===== src/inc/itp_pkg.sv =====
// Purpose: constants shared by the test pattern loopback block
// Assumes: 32-bit APB register bus, up to 32 links in one group
// Notes: all offsets are byte addresses of aligned words
package itp_pkg;
  // group geometry
  localparam int ITP_LINKS = 32;
  localparam int ITP_LID_W = 5;
  localparam int ITP_PAT_W = 8;
  // register byte offsets
  localparam logic [7:0] ITP_OFF_CTRL = 8'h00;
  localparam logic [7:0] ITP_OFF_STATUS = 8'h04;
  localparam logic [7:0] ITP_OFF_RECOG = 8'h08;
  // control word fields
  localparam int ITP_CTRL_EN_BIT = 0;
  localparam int ITP_CTRL_LID_LSB = 8;
  localparam int ITP_CTRL_PAT_LSB = 16;
  // status word fields
  localparam int ITP_ST_ACT_BIT = 0;
  localparam int ITP_ST_PEND_BIT = 1;
  localparam int ITP_ST_CHG_BIT = 2;
  localparam int ITP_ST_LID_LSB = 8;
  localparam int ITP_ST_PAT_LSB = 16;
  // reset values and codes
  localparam logic [ITP_PAT_W-1:0] ITP_PAT_IDLE = 8'hFF;
  localparam logic [ITP_PAT_W-1:0] ITP_PAT_RST = 8'h00;
  localparam logic [ITP_LID_W-1:0] ITP_LID_RST = 5'h00;
  localparam logic [ITP_LINKS-1:0] ITP_RECOG_RST = 32'h00000000;
  // frame boundaries counted after a load; a changed transmit request is held at least three frames
  localparam logic [1:0] ITP_HOLD_FRAMES = 2'h2;
endpackage


===== src/inc/itp_mem_if.sv =====
// Purpose: carrier between the loopback core and its pattern store
// Assumes: one write and one registered read port
// Notes: read data appear one clock after the address
`timescale 1ns/1ps
interface itp_mem_if;
  import itp_pkg::*;
  logic wr_en;
  logic [ITP_LID_W-1:0] wr_addr;
  logic [ITP_PAT_W-1:0] wr_data;
  logic [ITP_LID_W-1:0] rd_addr;
  logic [ITP_PAT_W-1:0] rd_data;
  modport ctrl (output wr_en, output wr_addr, output wr_data, output rd_addr, input rd_data);
  modport mem (input wr_en, input wr_addr, input wr_data, input rd_addr, output rd_data);
endinterface


===== src/logic/itp_pat_mem.sv =====
// Purpose: per-link store of the last received transmit test pattern
// Assumes: reset already synchronised by the caller
// Notes: read is registered; a write is visible on the following read
`timescale 1ns/1ps
module itp_pat_mem
  import itp_pkg::*;
(
  // clock and reset
  input wire logic clock,
  input wire logic rst_n,
  // store port
  itp_mem_if.mem port
);
  logic [ITP_PAT_W-1:0] store [ITP_LINKS];

  ////////////////////////////////////////////////////////////////////////
  // write side, no reset so it maps onto plain storage
  always_ff @(posedge clock) begin
    if (port.wr_en) begin
      store[port.wr_addr] <= port.wr_data;
    end
  end

  // registered read, idle pattern until first cycle after reset
  always_ff @(posedge clock or negedge rst_n) begin
    if (!rst_n) begin
      port.rd_data <= ITP_PAT_IDLE;
    end else begin
      port.rd_data <= store[port.rd_addr];
    end
  end
endmodule


===== src/logic/itp_loop.sv =====
// Purpose: test pattern request and loopback for one link group
// Assumes: frame_start pulses once per frame; icp_rx_* is a one-cycle cell report
// Notes: transmit fields are sampled by the cell builder of every group link
//
// Contract
// - software may optionally start a transmit test request toward the far end
// - while requested, outgoing cells carry an active test command
// - chosen test link identifier goes into the transmitted link id field
// - any changed request values are sent for at least two consecutive frames
// - unchanged values keep being sent while loopback is still wanted
// - watch received cells on recognised links and flag command changes
// - active on all recognised links and test link: loop its pattern back
// - looped pattern holds until stop, new pattern or other test link
// - inactive command or missing test link returns the all-ones pattern
// - only one test pattern and one test link are tracked per group
`timescale 1ns/1ps
module itp_loop
  import itp_pkg::*;
(
  // clock and reset
  input wire logic clock,
  input wire logic resetn,
  // apb slave
  input wire logic psel,
  input wire logic penable,
  input wire logic pwrite,
  input wire logic [7:0] paddr,
  input wire logic [31:0] pwdata,
  output logic [31:0] prdata,
  output logic pready,
  output logic pslverr,
  // frame timing
  input wire logic frame_start,
  // received control cell report
  input wire logic icp_rx_valid,
  input wire logic [ITP_LID_W-1:0] icp_rx_link,
  input wire logic icp_rx_cmd,
  input wire logic [ITP_LID_W-1:0] icp_rx_lid,
  input wire logic [ITP_PAT_W-1:0] icp_rx_pattern,
  // transmitted control cell fields
  output logic tx_test_cmd,
  output logic [ITP_LID_W-1:0] tx_lid,
  output logic [ITP_PAT_W-1:0] tx_pattern,
  output logic [ITP_PAT_W-1:0] tx_rx_pattern,
  // loopback status
  output logic rx_test_active,
  output logic rx_cmd_change
);
  logic rst_meta;
  logic rst_n;
  logic ctl_en;
  logic [ITP_LID_W-1:0] ctl_lid;
  logic [ITP_PAT_W-1:0] ctl_pat;
  logic [ITP_LINKS-1:0] recog;
  logic [1:0] hold_cnt;
  logic chg_flag;
  logic [ITP_LINKS-1:0] cmd_vec;
  logic [ITP_LID_W-1:0] cur_lid;
  logic active_q;
  logic grp_active;
  logic req_differs;
  logic load_tx;
  logic acc;
  logic wr_ctrl;
  logic wr_status;
  logic wr_recog;
  logic rx_recog;
  logic rx_cmd_edge;
  logic [31:0] next_prdata;
  logic next_err;
  itp_mem_if mif ();

  ////////////////////////////////////////////////////////////////////////
  // reset release through two flops
  always_ff @(posedge clock or negedge resetn) begin
    if (!resetn) begin
      rst_meta <= 1'b0;
      rst_n <= 1'b0;
    end else begin
      rst_meta <= 1'b1;
      rst_n <= rst_meta;
    end
  end

  ////////////////////////////////////////////////////////////////////////
  // apb decode; answer one cycle into the access phase
  assign acc = psel && penable && pready;
  assign wr_ctrl = acc && pwrite && (paddr == ITP_OFF_CTRL);
  assign wr_status = acc && pwrite && (paddr == ITP_OFF_STATUS);
  assign wr_recog = acc && pwrite && (paddr == ITP_OFF_RECOG);

  // read mux and unmapped detection
  always_comb begin
    next_prdata = 32'h00000000;
    next_err = 1'b0;
    unique case (paddr)
      ITP_OFF_CTRL: begin
        next_prdata[ITP_CTRL_EN_BIT] = ctl_en;
        next_prdata[ITP_CTRL_LID_LSB +: ITP_LID_W] = ctl_lid;
        next_prdata[ITP_CTRL_PAT_LSB +: ITP_PAT_W] = ctl_pat;
      end
      ITP_OFF_STATUS: begin
        next_prdata[ITP_ST_ACT_BIT] = rx_test_active;
        next_prdata[ITP_ST_PEND_BIT] = req_differs || (hold_cnt != 2'h0);
        next_prdata[ITP_ST_CHG_BIT] = chg_flag;
        next_prdata[ITP_ST_LID_LSB +: ITP_LID_W] = cur_lid;
        next_prdata[ITP_ST_PAT_LSB +: ITP_PAT_W] = tx_rx_pattern;
      end
      ITP_OFF_RECOG: begin
        next_prdata = recog;
      end
      default: begin
        next_err = 1'b1;
      end
    endcase
  end

  // bus answer flops
  always_ff @(posedge clock or negedge rst_n) begin
    if (!rst_n) begin
      pready <= 1'b0;
      prdata <= 32'h00000000;
      pslverr <= 1'b0;
    end else begin
      pready <= psel && penable && !pready;
      if (psel && penable && !pready) begin
        prdata <= pwrite ? 32'h00000000 : next_prdata;
        pslverr <= next_err;
      end else begin
        pslverr <= 1'b0;
      end
    end
  end

  ////////////////////////////////////////////////////////////////////////
  // software request and recognised link set
  always_ff @(posedge clock or negedge rst_n) begin
    if (!rst_n) begin
      ctl_en <= 1'b0;
      ctl_lid <= ITP_LID_RST;
      ctl_pat <= ITP_PAT_RST;
      recog <= ITP_RECOG_RST;
    end else begin
      if (wr_ctrl) begin
        ctl_en <= pwdata[ITP_CTRL_EN_BIT];
        ctl_lid <= pwdata[ITP_CTRL_LID_LSB +: ITP_LID_W];
        ctl_pat <= pwdata[ITP_CTRL_PAT_LSB +: ITP_PAT_W];
      end
      if (wr_recog) begin
        recog <= pwdata;
      end
    end
  end

  ////////////////////////////////////////////////////////////////////////
  // transmit fields move only at a frame boundary once the hold has run out
  assign req_differs = (ctl_en != tx_test_cmd) || (ctl_lid != tx_lid) || (ctl_pat != tx_pattern);
  assign load_tx = frame_start && (hold_cnt == 2'h0) && req_differs;

  always_ff @(posedge clock or negedge rst_n) begin
    if (!rst_n) begin
      tx_test_cmd <= 1'b0;
      tx_lid <= ITP_LID_RST;
      tx_pattern <= ITP_PAT_RST;
    end else if (load_tx) begin
      tx_test_cmd <= ctl_en;
      tx_lid <= ctl_lid;
      tx_pattern <= ctl_pat;
    end
  end

  // hold counter; software may rewrite freely, the wire sees each loaded value at least three frames
  always_ff @(posedge clock or negedge rst_n) begin
    if (!rst_n) begin
      hold_cnt <= 2'h0;
    end else if (load_tx) begin
      hold_cnt <= ITP_HOLD_FRAMES;
    end else if (frame_start && (hold_cnt != 2'h0)) begin
      hold_cnt <= hold_cnt - 2'h1;
    end
  end

  ////////////////////////////////////////////////////////////////////////
  // per-link received command state
  assign rx_recog = recog[icp_rx_link];
  assign rx_cmd_edge = icp_rx_valid && rx_recog && (icp_rx_cmd != cmd_vec[icp_rx_link]);

  generate
    for (genvar i = 0; i < ITP_LINKS; i++) begin : g_link
      always_ff @(posedge clock or negedge rst_n) begin
        if (!rst_n) begin
          cmd_vec[i] <= 1'b0;
        end else if (icp_rx_valid && (icp_rx_link == ITP_LID_W'(i))) begin
          cmd_vec[i] <= icp_rx_cmd;
        end
      end
    end
  endgenerate

  // change pulse and sticky flag; a new change beats a software clear
  always_ff @(posedge clock or negedge rst_n) begin
    if (!rst_n) begin
      rx_cmd_change <= 1'b0;
      chg_flag <= 1'b0;
    end else begin
      rx_cmd_change <= rx_cmd_edge;
      if (rx_cmd_edge) begin
        chg_flag <= 1'b1;
      end else if (wr_status && pwdata[ITP_ST_CHG_BIT]) begin
        chg_flag <= 1'b0;
      end
    end
  end

  // single test link per group, taken from active cells of recognised links
  always_ff @(posedge clock or negedge rst_n) begin
    if (!rst_n) begin
      cur_lid <= ITP_LID_RST;
    end else if (icp_rx_valid && rx_recog && icp_rx_cmd) begin
      cur_lid <= icp_rx_lid;
    end
  end

  ////////////////////////////////////////////////////////////////////////
  // pattern store, one entry per link
  assign mif.wr_en = icp_rx_valid;
  assign mif.wr_addr = icp_rx_link;
  assign mif.wr_data = icp_rx_pattern;
  assign mif.rd_addr = cur_lid;

  itp_pat_mem u_mem (
    .clock(clock),
    .rst_n(rst_n),
    .port(mif.mem)
  );

  // active only when every recognised link and the test link itself agree
  assign grp_active = (recog != ITP_RECOG_RST) && ((cmd_vec & recog) == recog) && recog[cur_lid];

  // active flag aligned with the registered read of the store
  always_ff @(posedge clock or negedge rst_n) begin
    if (!rst_n) begin
      active_q <= 1'b0;
      rx_test_active <= 1'b0;
    end else begin
      active_q <= grp_active;
      rx_test_active <= active_q;
    end
  end

  // looped pattern; holds while the test link entry stays the same
  always_ff @(posedge clock or negedge rst_n) begin
    if (!rst_n) begin
      tx_rx_pattern <= ITP_PAT_IDLE;
    end else if (active_q) begin
      tx_rx_pattern <= mif.rd_data;
    end else begin
      tx_rx_pattern <= ITP_PAT_IDLE;
    end
  end
endmodule


===== config.mk =====
export PLATFORM = sky130hd
export DESIGN_NAME = itp_loop
export DESIGN_NICKNAME = d
export VERILOG_FILES = /design/src/inc/itp_pkg.sv /design/src/inc/itp_mem_if.sv /design/src/logic/itp_pat_mem.sv /design/src/logic/itp_loop.sv
export SDC_FILE = /design/constraint.sdc
export NUM_CORES = 1
export LEC_CHECK = 0
export BUFFER_PORTS_ARGS = -buffer_cell sky130_fd_sc_hd__buf_2
export CAP_MARGIN = 10
export CORE_AREA = 10 10 177 179
export CTS_BUF_LIST = sky130_fd_sc_hd__clkbuf_4
export CTS_CLUSTER_DIAMETER = 100
export CTS_CLUSTER_SIZE = 12
export DETAILED_ROUTE_END_ITERATION = 8
export DIE_AREA = 0 0 187 189
export PLACE_DENSITY_LB_ADDON = 0.25
export SETUP_SLACK_MARGIN = 0.02
export SLEW_MARGIN = 30
export SYNTH_ARGS = -nofsm -noshare
export SYNTH_HDL_FRONTEND = slang
export SYNTH_SLANG_ARGS = --single-unit

===== constraint.sdc =====
create_clock -name clock -period 5.3 [get_ports clock]
set_input_delay 1.06 -clock clock [delete_from_list [all_inputs] [get_ports clock]]
set_output_delay 1.06 -clock clock [all_outputs]
set_load 0.01 [all_outputs]

Word-level counts from Yosys, hierarchy flattened
Memories as Yosys holds them, arrays and structs flattened. A register that Yosys moved wholly into a read port is not among the register bits.
Index checks and enable logic that the tools add are counted.
{ "totals": {"ramBits": 256, "register_bits": 147, "mem_count": 1} }
{ "memory_table": {"columns": ["memory", "words", "width", "read_ports", "rd_clocked_by_memory_dff", "write_ports", "line_no", "text"], "rows": [
  ["u_mem.store", 32, 8, 1, 1, 1, "itp_pat_mem.sv:14", "logic [ITP_PAT_W-1:0] store [ITP_LINKS];"]
]} }
{ "op_classes": {"eq_ne": 38, "bitwise_logic": 1, "n_addsub": 1, "mux": 23, "order_cmp": 2, "reduce_logical": 61} }
{ "op_table": {"columns": ["op", "n"], "rows": [
  ["equality test 5 bit (second input constant)", 16],
  ["logical AND 1 bit", 48],
  ["equality test 5 x 4 -> 1 bit (second input constant)", 8],
  ["AND 32 bit", 1],
  ["equality test 32 bit", 1],
  ["two-way mux 32 bit", 1],
  ["nonzero test 32 bit", 1],
  ["one-hot mux 8 bit (3 select lines)", 1],
  ["equality test 5 x 3 -> 1 bit (second input constant)", 4],
  ["two-way mux 8 bit", 2],
  ["binary-select mux 1 bit (select 5 bit)", 3],
  ["one-hot mux 5 bit (3 select lines)", 1],
  ["less-than comparator 5 x 6 -> 1 bit (second input constant)", 2],
  ["equality test 5 x 2 -> 1 bit (second input constant)", 2],
  ["two-way mux 1 bit", 9],
  ["equality test 8 x 3 -> 1 bit (second input constant)", 1],
  ["equality test 8 x 4 -> 1 bit (second input constant)", 1],
  ["logical NOT 8 bit", 1],
  ["!= test 8 bit", 1],
  ["nonzero test 2 bit", 3],
  ["equality test 5 x 1 -> 1 bit (second input constant)", 1],
  ["logical NOT 5 bit", 1],
  ["two-way mux 5 bit", 1],
  ["!= test 5 bit", 1],
  ["10 further kinds", 15]
]} }

Depth between registers and ports, before layout
{ "logic_depth": {"word_depth": 7, "depth_mapped": 8} }

Hierarchy
Synthesis repeated with hierarchy kept, for this count alone.
{ "hier_totals": {"hier_cells": 1027, "hier_area_um2": 17377.9} }
{ "by_module_without_submodules": {"columns": ["mod", "n_inst", "cells_each", "area_each_um2"], "rows": [
  ["itp_pat_mem", 1, 417, 10103.4],
  ["itp_loop", 1, 610, 7274.5]
]} }

Least setup slack after synthesis
Ideal clock, no wire load.
{ "synth_path": {"path_type": "input-to-reg", "start": "in paddr[5]", "end": "reg ctl_lid[0]", "slack_ns": 2.477, "cell_stages": 7, "setup_time_ns": 0.125, "arrival_ns": 2.698, "path_buffers": 2, "t_required_ns": 5.175, "path_cell_list": "or4_4 nor3_4 nand2_2 or3_1 buf_6 buf_12 mux2_4"} }
{ "synth_via": {"elab_chain_cells": 2} }
{ "synth_lines": {"columns": ["element", "line_no", "text"], "rows": [
  ["from (decl)", "itp_loop.sv:27", "input wire logic [7:0] paddr,"],
  ["logical NOT 8 bit", "itp_loop.sv:88", "assign wr_ctrl = acc && pwrite && (paddr == ITP_OFF_CTRL);"],
  ["logical AND 1 bit", "itp_loop.sv:88", null],
  ["to (signal assigned)", "itp_loop.sv:146", "ctl_lid <= pwdata[ITP_CTRL_LID_LSB +: ITP_LID_W];"],
  ["to (decl)", "itp_loop.sv:52", "logic [ITP_LID_W-1:0] ctl_lid;"]
]} }
No other way between the ends.
A chain may end at the register's enable or synchronous reset.

==> impl_metrics.env <==
export IMPL_global_route_overflow_total=0
export IMPL_area_growth_pct=9.88
export IMPL_post_detailed_placement_half_perimeter_wirelength_mm=27.4
export IMPL_grt_util_all_layers=0.230
export IMPL_synthesis_yosys_warnings=0
export IMPL_die_width_um=187
export IMPL_drt_drc_violations_left=0
export IMPL_io_pins=124
export IMPL_vdd_ir_drop_max_v=0.000257
export IMPL_crit_slowest_cell="dfrtp_4"
export IMPL_max_slew_margin=0.330
export IMPL_cp_data_arrival_time_ns=3.68
export IMPL_detailedRoute_firstIterationViolations=976
export IMPL_cp_slowest_stage_delay_ns=1.04
export IMPL_crit_path_cell_trace="buf_4 -> mux4_2 -> mux4_2 -> mux2_2"
export IMPL_largest_net_degree_at_the_start_of_global_routing=110
export IMPL_transition_time_at_the_pin_with_the_least_slew_margin_ns=1.00
export IMPL_nNetsFinal=1196
export IMPL_finalMaxSlewViolations=0
export IMPL_gpl_final_weighted_congestion=0.973
export IMPL_numClockSinks=411
export IMPL_setup_repair_after_global_routing_missed_its_margin="false"
export IMPL_vias=9626
export IMPL_synth_enable_flop_cells=256
export IMPL_cts_tree="yes"
export IMPL_post_cts_repair_setup_buffers=0
export IMPL_post_route_cells_drive_above_1_share=0.372
export IMPL_final_wirelength_mm=40.5
export IMPL_place_port_buffers=123
export IMPL_hp_class="in2async"
export IMPL_static_leak_nw=7.22
export IMPL_num_rows=61
export IMPL_clkTransAtPathRegs_ns=0.15
export IMPL_numCtsBuffers=40
export IMPL_ys_ff_latch=411
export IMPL_cts_hold_repair_buffers=0
export IMPL_grt_first_pass_wirelength_mm=62.1
export IMPL_dp_worst_setup_slack_ns=1.88
export IMPL_async_flop_share=0.377
export IMPL_mapped_avg_cell_area_sq_um=17.1
export IMPL_crit_path_max_fanout=43
export IMPL_setup_total_negative_slack_ns=0
export IMPL_cts_resized=0
export IMPL_die_height_um=189
export IMPL_antenna_violations_before_repair=3
export IMPL_multi_input_area_sq_mm=0.00512
export IMPL_worstSetupEndpointType="register"
export IMPL_grt_pass1_vias=10010
export IMPL_post_synth_num_cell_types=46
export IMPL_drt_first_pass_iters=5
export IMPL_ff_latch_area_sq_mm=0.0116
export IMPL_cp_num_buf_inv=1
export IMPL_floorplan_die_area_sq_mm=0.0353
export IMPL_fill_cell_instance_count_of_the_final_layout=1913
export IMPL_status="finished, final reports clean"
export IMPL_critical_path_most_common_cell="mux4_2"
export IMPL_htree_levels=2
export IMPL_clock_tree_buffer_depth=3
export IMPL_synth_flop_cell="edfxtp_1"
export IMPL_maxCapViolCount=0
export IMPL_critical_path_top_delay_family="multiplexers"
export IMPL_final_hold_viol_count=0
export IMPL_power_density_mw_per_mm2=344
export IMPL_coreArea_sq_mm=0.0276
export IMPL_clock_latency_ns=0.72
export IMPL_avgRoutedWirePerCell_um=26.3
export IMPL_postSynthNetCount=1067
export IMPL_synth_area_sq_mm=0.0171
export IMPL_timing_clock_skew_ns=0.0514
export IMPL_crit_required_ns=5.91
export IMPL_ys_seq_area_frac=0.679
export IMPL_startpoint_type="register"
export IMPL_initial_core_util=0.617
export IMPL_vias_per_cell=6.26
export IMPL_max_clock_freq_mhz=325
export IMPL_worst_setup_path_type="reg2reg"
export IMPL_setup_viol=0
export IMPL_layout_setup_ws_ns=2.23
export IMPL_ant_nets=0
export IMPL_synth_cells=1000
export IMPL_cts_root_buf="clkbuf_4"
export IMPL_timing_final_crit_period_ns=3.07
export IMPL_period_share=0.580
==> worst paths after layout <==
path                                   startpoint                              end  slack, ns  cells past startpoint
max                        cur_lid[0]$_DFFE_PN0P_  u_mem.port.rd_data[3]$_DFF_PN1_       2.23                      4
min                                        resetn                  rst_n$_DFF_PN0_       0.11                      1
max reg2reg                cur_lid[0]$_DFFE_PN0P_  u_mem.port.rd_data[3]$_DFF_PN1_       2.23                      4
min reg2reg                       rst_n$_DFF_PN0_           prdata[24]$_DFFE_PN0P_       0.36                      0
max in group asynchronous         rst_n$_DFF_PN0_           cur_lid[1]$_DFFE_PN0P_       3.87                      1
min in group clock             rst_meta$_DFF_PN0_                  rst_n$_DFF_PN0_       0.37                      0
==> synthesized netlist by cell type (2+ instances only) <==
cell type | count | area (sq um)
dfstp_2 | 16 | 420
nand2_1 | 62 | 233
inv_1 | 37 | 139
clkbuf_1 | 32 | 120
mux2i_1 | 32 | 320
nand3_1 | 8 | 40.0
a21oi_1 | 4 | 20.0
mux2_2 | 63 | 709
a221oi_1 | 8 | 70.1
nand4_1 | 9 | 56.3
buf_2 | 19 | 95.1
nor4_1 | 10 | 62.6
a222oi_1 | 2 | 20.0
buf_4 | 2 | 15.0
a22o_1 | 32 | 280
nand2b_1 | 14 | 87.6
edfxtp_1 | 256 | 7690
nor2b_1 | 6 | 37.5
dfrtp_1 | 139 | 3480
nor2_1 | 44 | 165
or3_1 | 2 | 12.5
mux2_4 | 10 | 150
mux4_2 | 98 | 2210
o22ai_1 | 8 | 50.1
o21ai_0 | 48 | 240
xnor2_1 | 15 | 131
a22oi_1 | 5 | 37.5
==> worst register-to-register path, delay by kind of cell (launching register included) <==
kind                   cells  cell delay, ns
flip-flops                 1            1.04
multiplexers               3            1.43
buffers and inverters      1            0.52
==> kinds of logic (layout without fill, tap and decap cells) <==
| logic type | after synthesis | after routing | share of synthesized area |
|---|---|---|---|
| buffers and inverters | 93 | 251 | 0.0237 |
| adder cells (fa/ha/maj) | 1 | 1 | 0.000734 |
| flip-flops | 411 | 411 | 0.679 |
| XOR/XNOR | 15 | 15 | 0.00770 |
| AND/OR/NAND/NOR | 166 | 166 | 0.0462 |
| other | 1 | 3 | 0.000220 |
| AO/OA/AOI/OAI | 110 | 110 | 0.0434 |
| multiplexers | 203 | 203 | 0.199 |
==> state kept, by name, indices dropped and copies added, names as in the netlist, 2 cells and up <==
register            cells
hold_cnt                2
tx_rx_pattern           8
cmd_vec                32
prdata                 32
recog                  32
u_mem.port.rd_data      8
u_mem.store           256
ctl_pat                 8
tx_lid                  5
ctl_lid                 5
tx_pattern              8
cur_lid                 5
==> layer usage <==
layer  share of wire  global-route usage  wire length (um)  up-vias
met2            0.49               0.370             20000      417
met1            0.40               0.313             16400     4996
li1                -                   -                 -     4149
met4           0.022              0.0685               874        2
met3           0.078              0.0487              3160       62
met5         0.00032                   0                13        -
==> cell usage in the layout, fill, tap and decap left out, drive strengths merged, types with 9 or more instances in the layout <==
cell type | netlist | layout
nor4 | 10 | 10
nand4 | 9 | 9
mux2i | 32 | 32
o21ai | 48 | 48
nand2b | 14 | 14
mux4 | 98 | 98
dfstp | 16 | 16
dfrtp | 139 | 139
inv | 37 | 38
a22o | 32 | 32
buf | 24 | 143
edfxtp | 256 | 256
mux2 | 73 | 73
clkbuf | 32 | 67
nand2 | 63 | 63
nor2 | 44 | 44
xnor2 | 15 | 15
==> area by class of cell <==
cell class                 instances  area share
clock inverter                     4     0.00541
sequential                       411       0.619
antenna                            2    0.000267
tap                              378      0.0252
inverter                          37     0.00741
clock buffer                      67      0.0268
timing repair buffer             143      0.0426
multi-input combinational        496       0.273
==> metrics by stage <==
step / instances / cell area, sq um / hold WS [ns] / utilization / power, mW
floorplan: 1000 / 17100 / 0.331 / - / 4.48
global placement: 1464 / 18000 / 0.339 / 0.653 / 4.80
detailed placement: 1464 / 18100 / 0.346 / 0.655 / 4.82
CTS: 1535 / 18700 / 0.0756 / 0.676 / 6.48
global route: 1538 / 18700 / 0.0606 / 0.678 / 6.71
finish: 1538 / 18700 / 0.108 / 0.678 / 6.44
==> report_power, final <==
part           leakage (nW)  total (mW)  internal (mW)  switching [mW]
logic                  2.62       0.984          0.548           0.436
registers              4.24        3.76           3.56           0.198
clock network         0.357        1.70          0.719           0.976
total                  7.22        6.44           4.83            1.61
No activity file was read; power rests on OpenSTA's default activity.
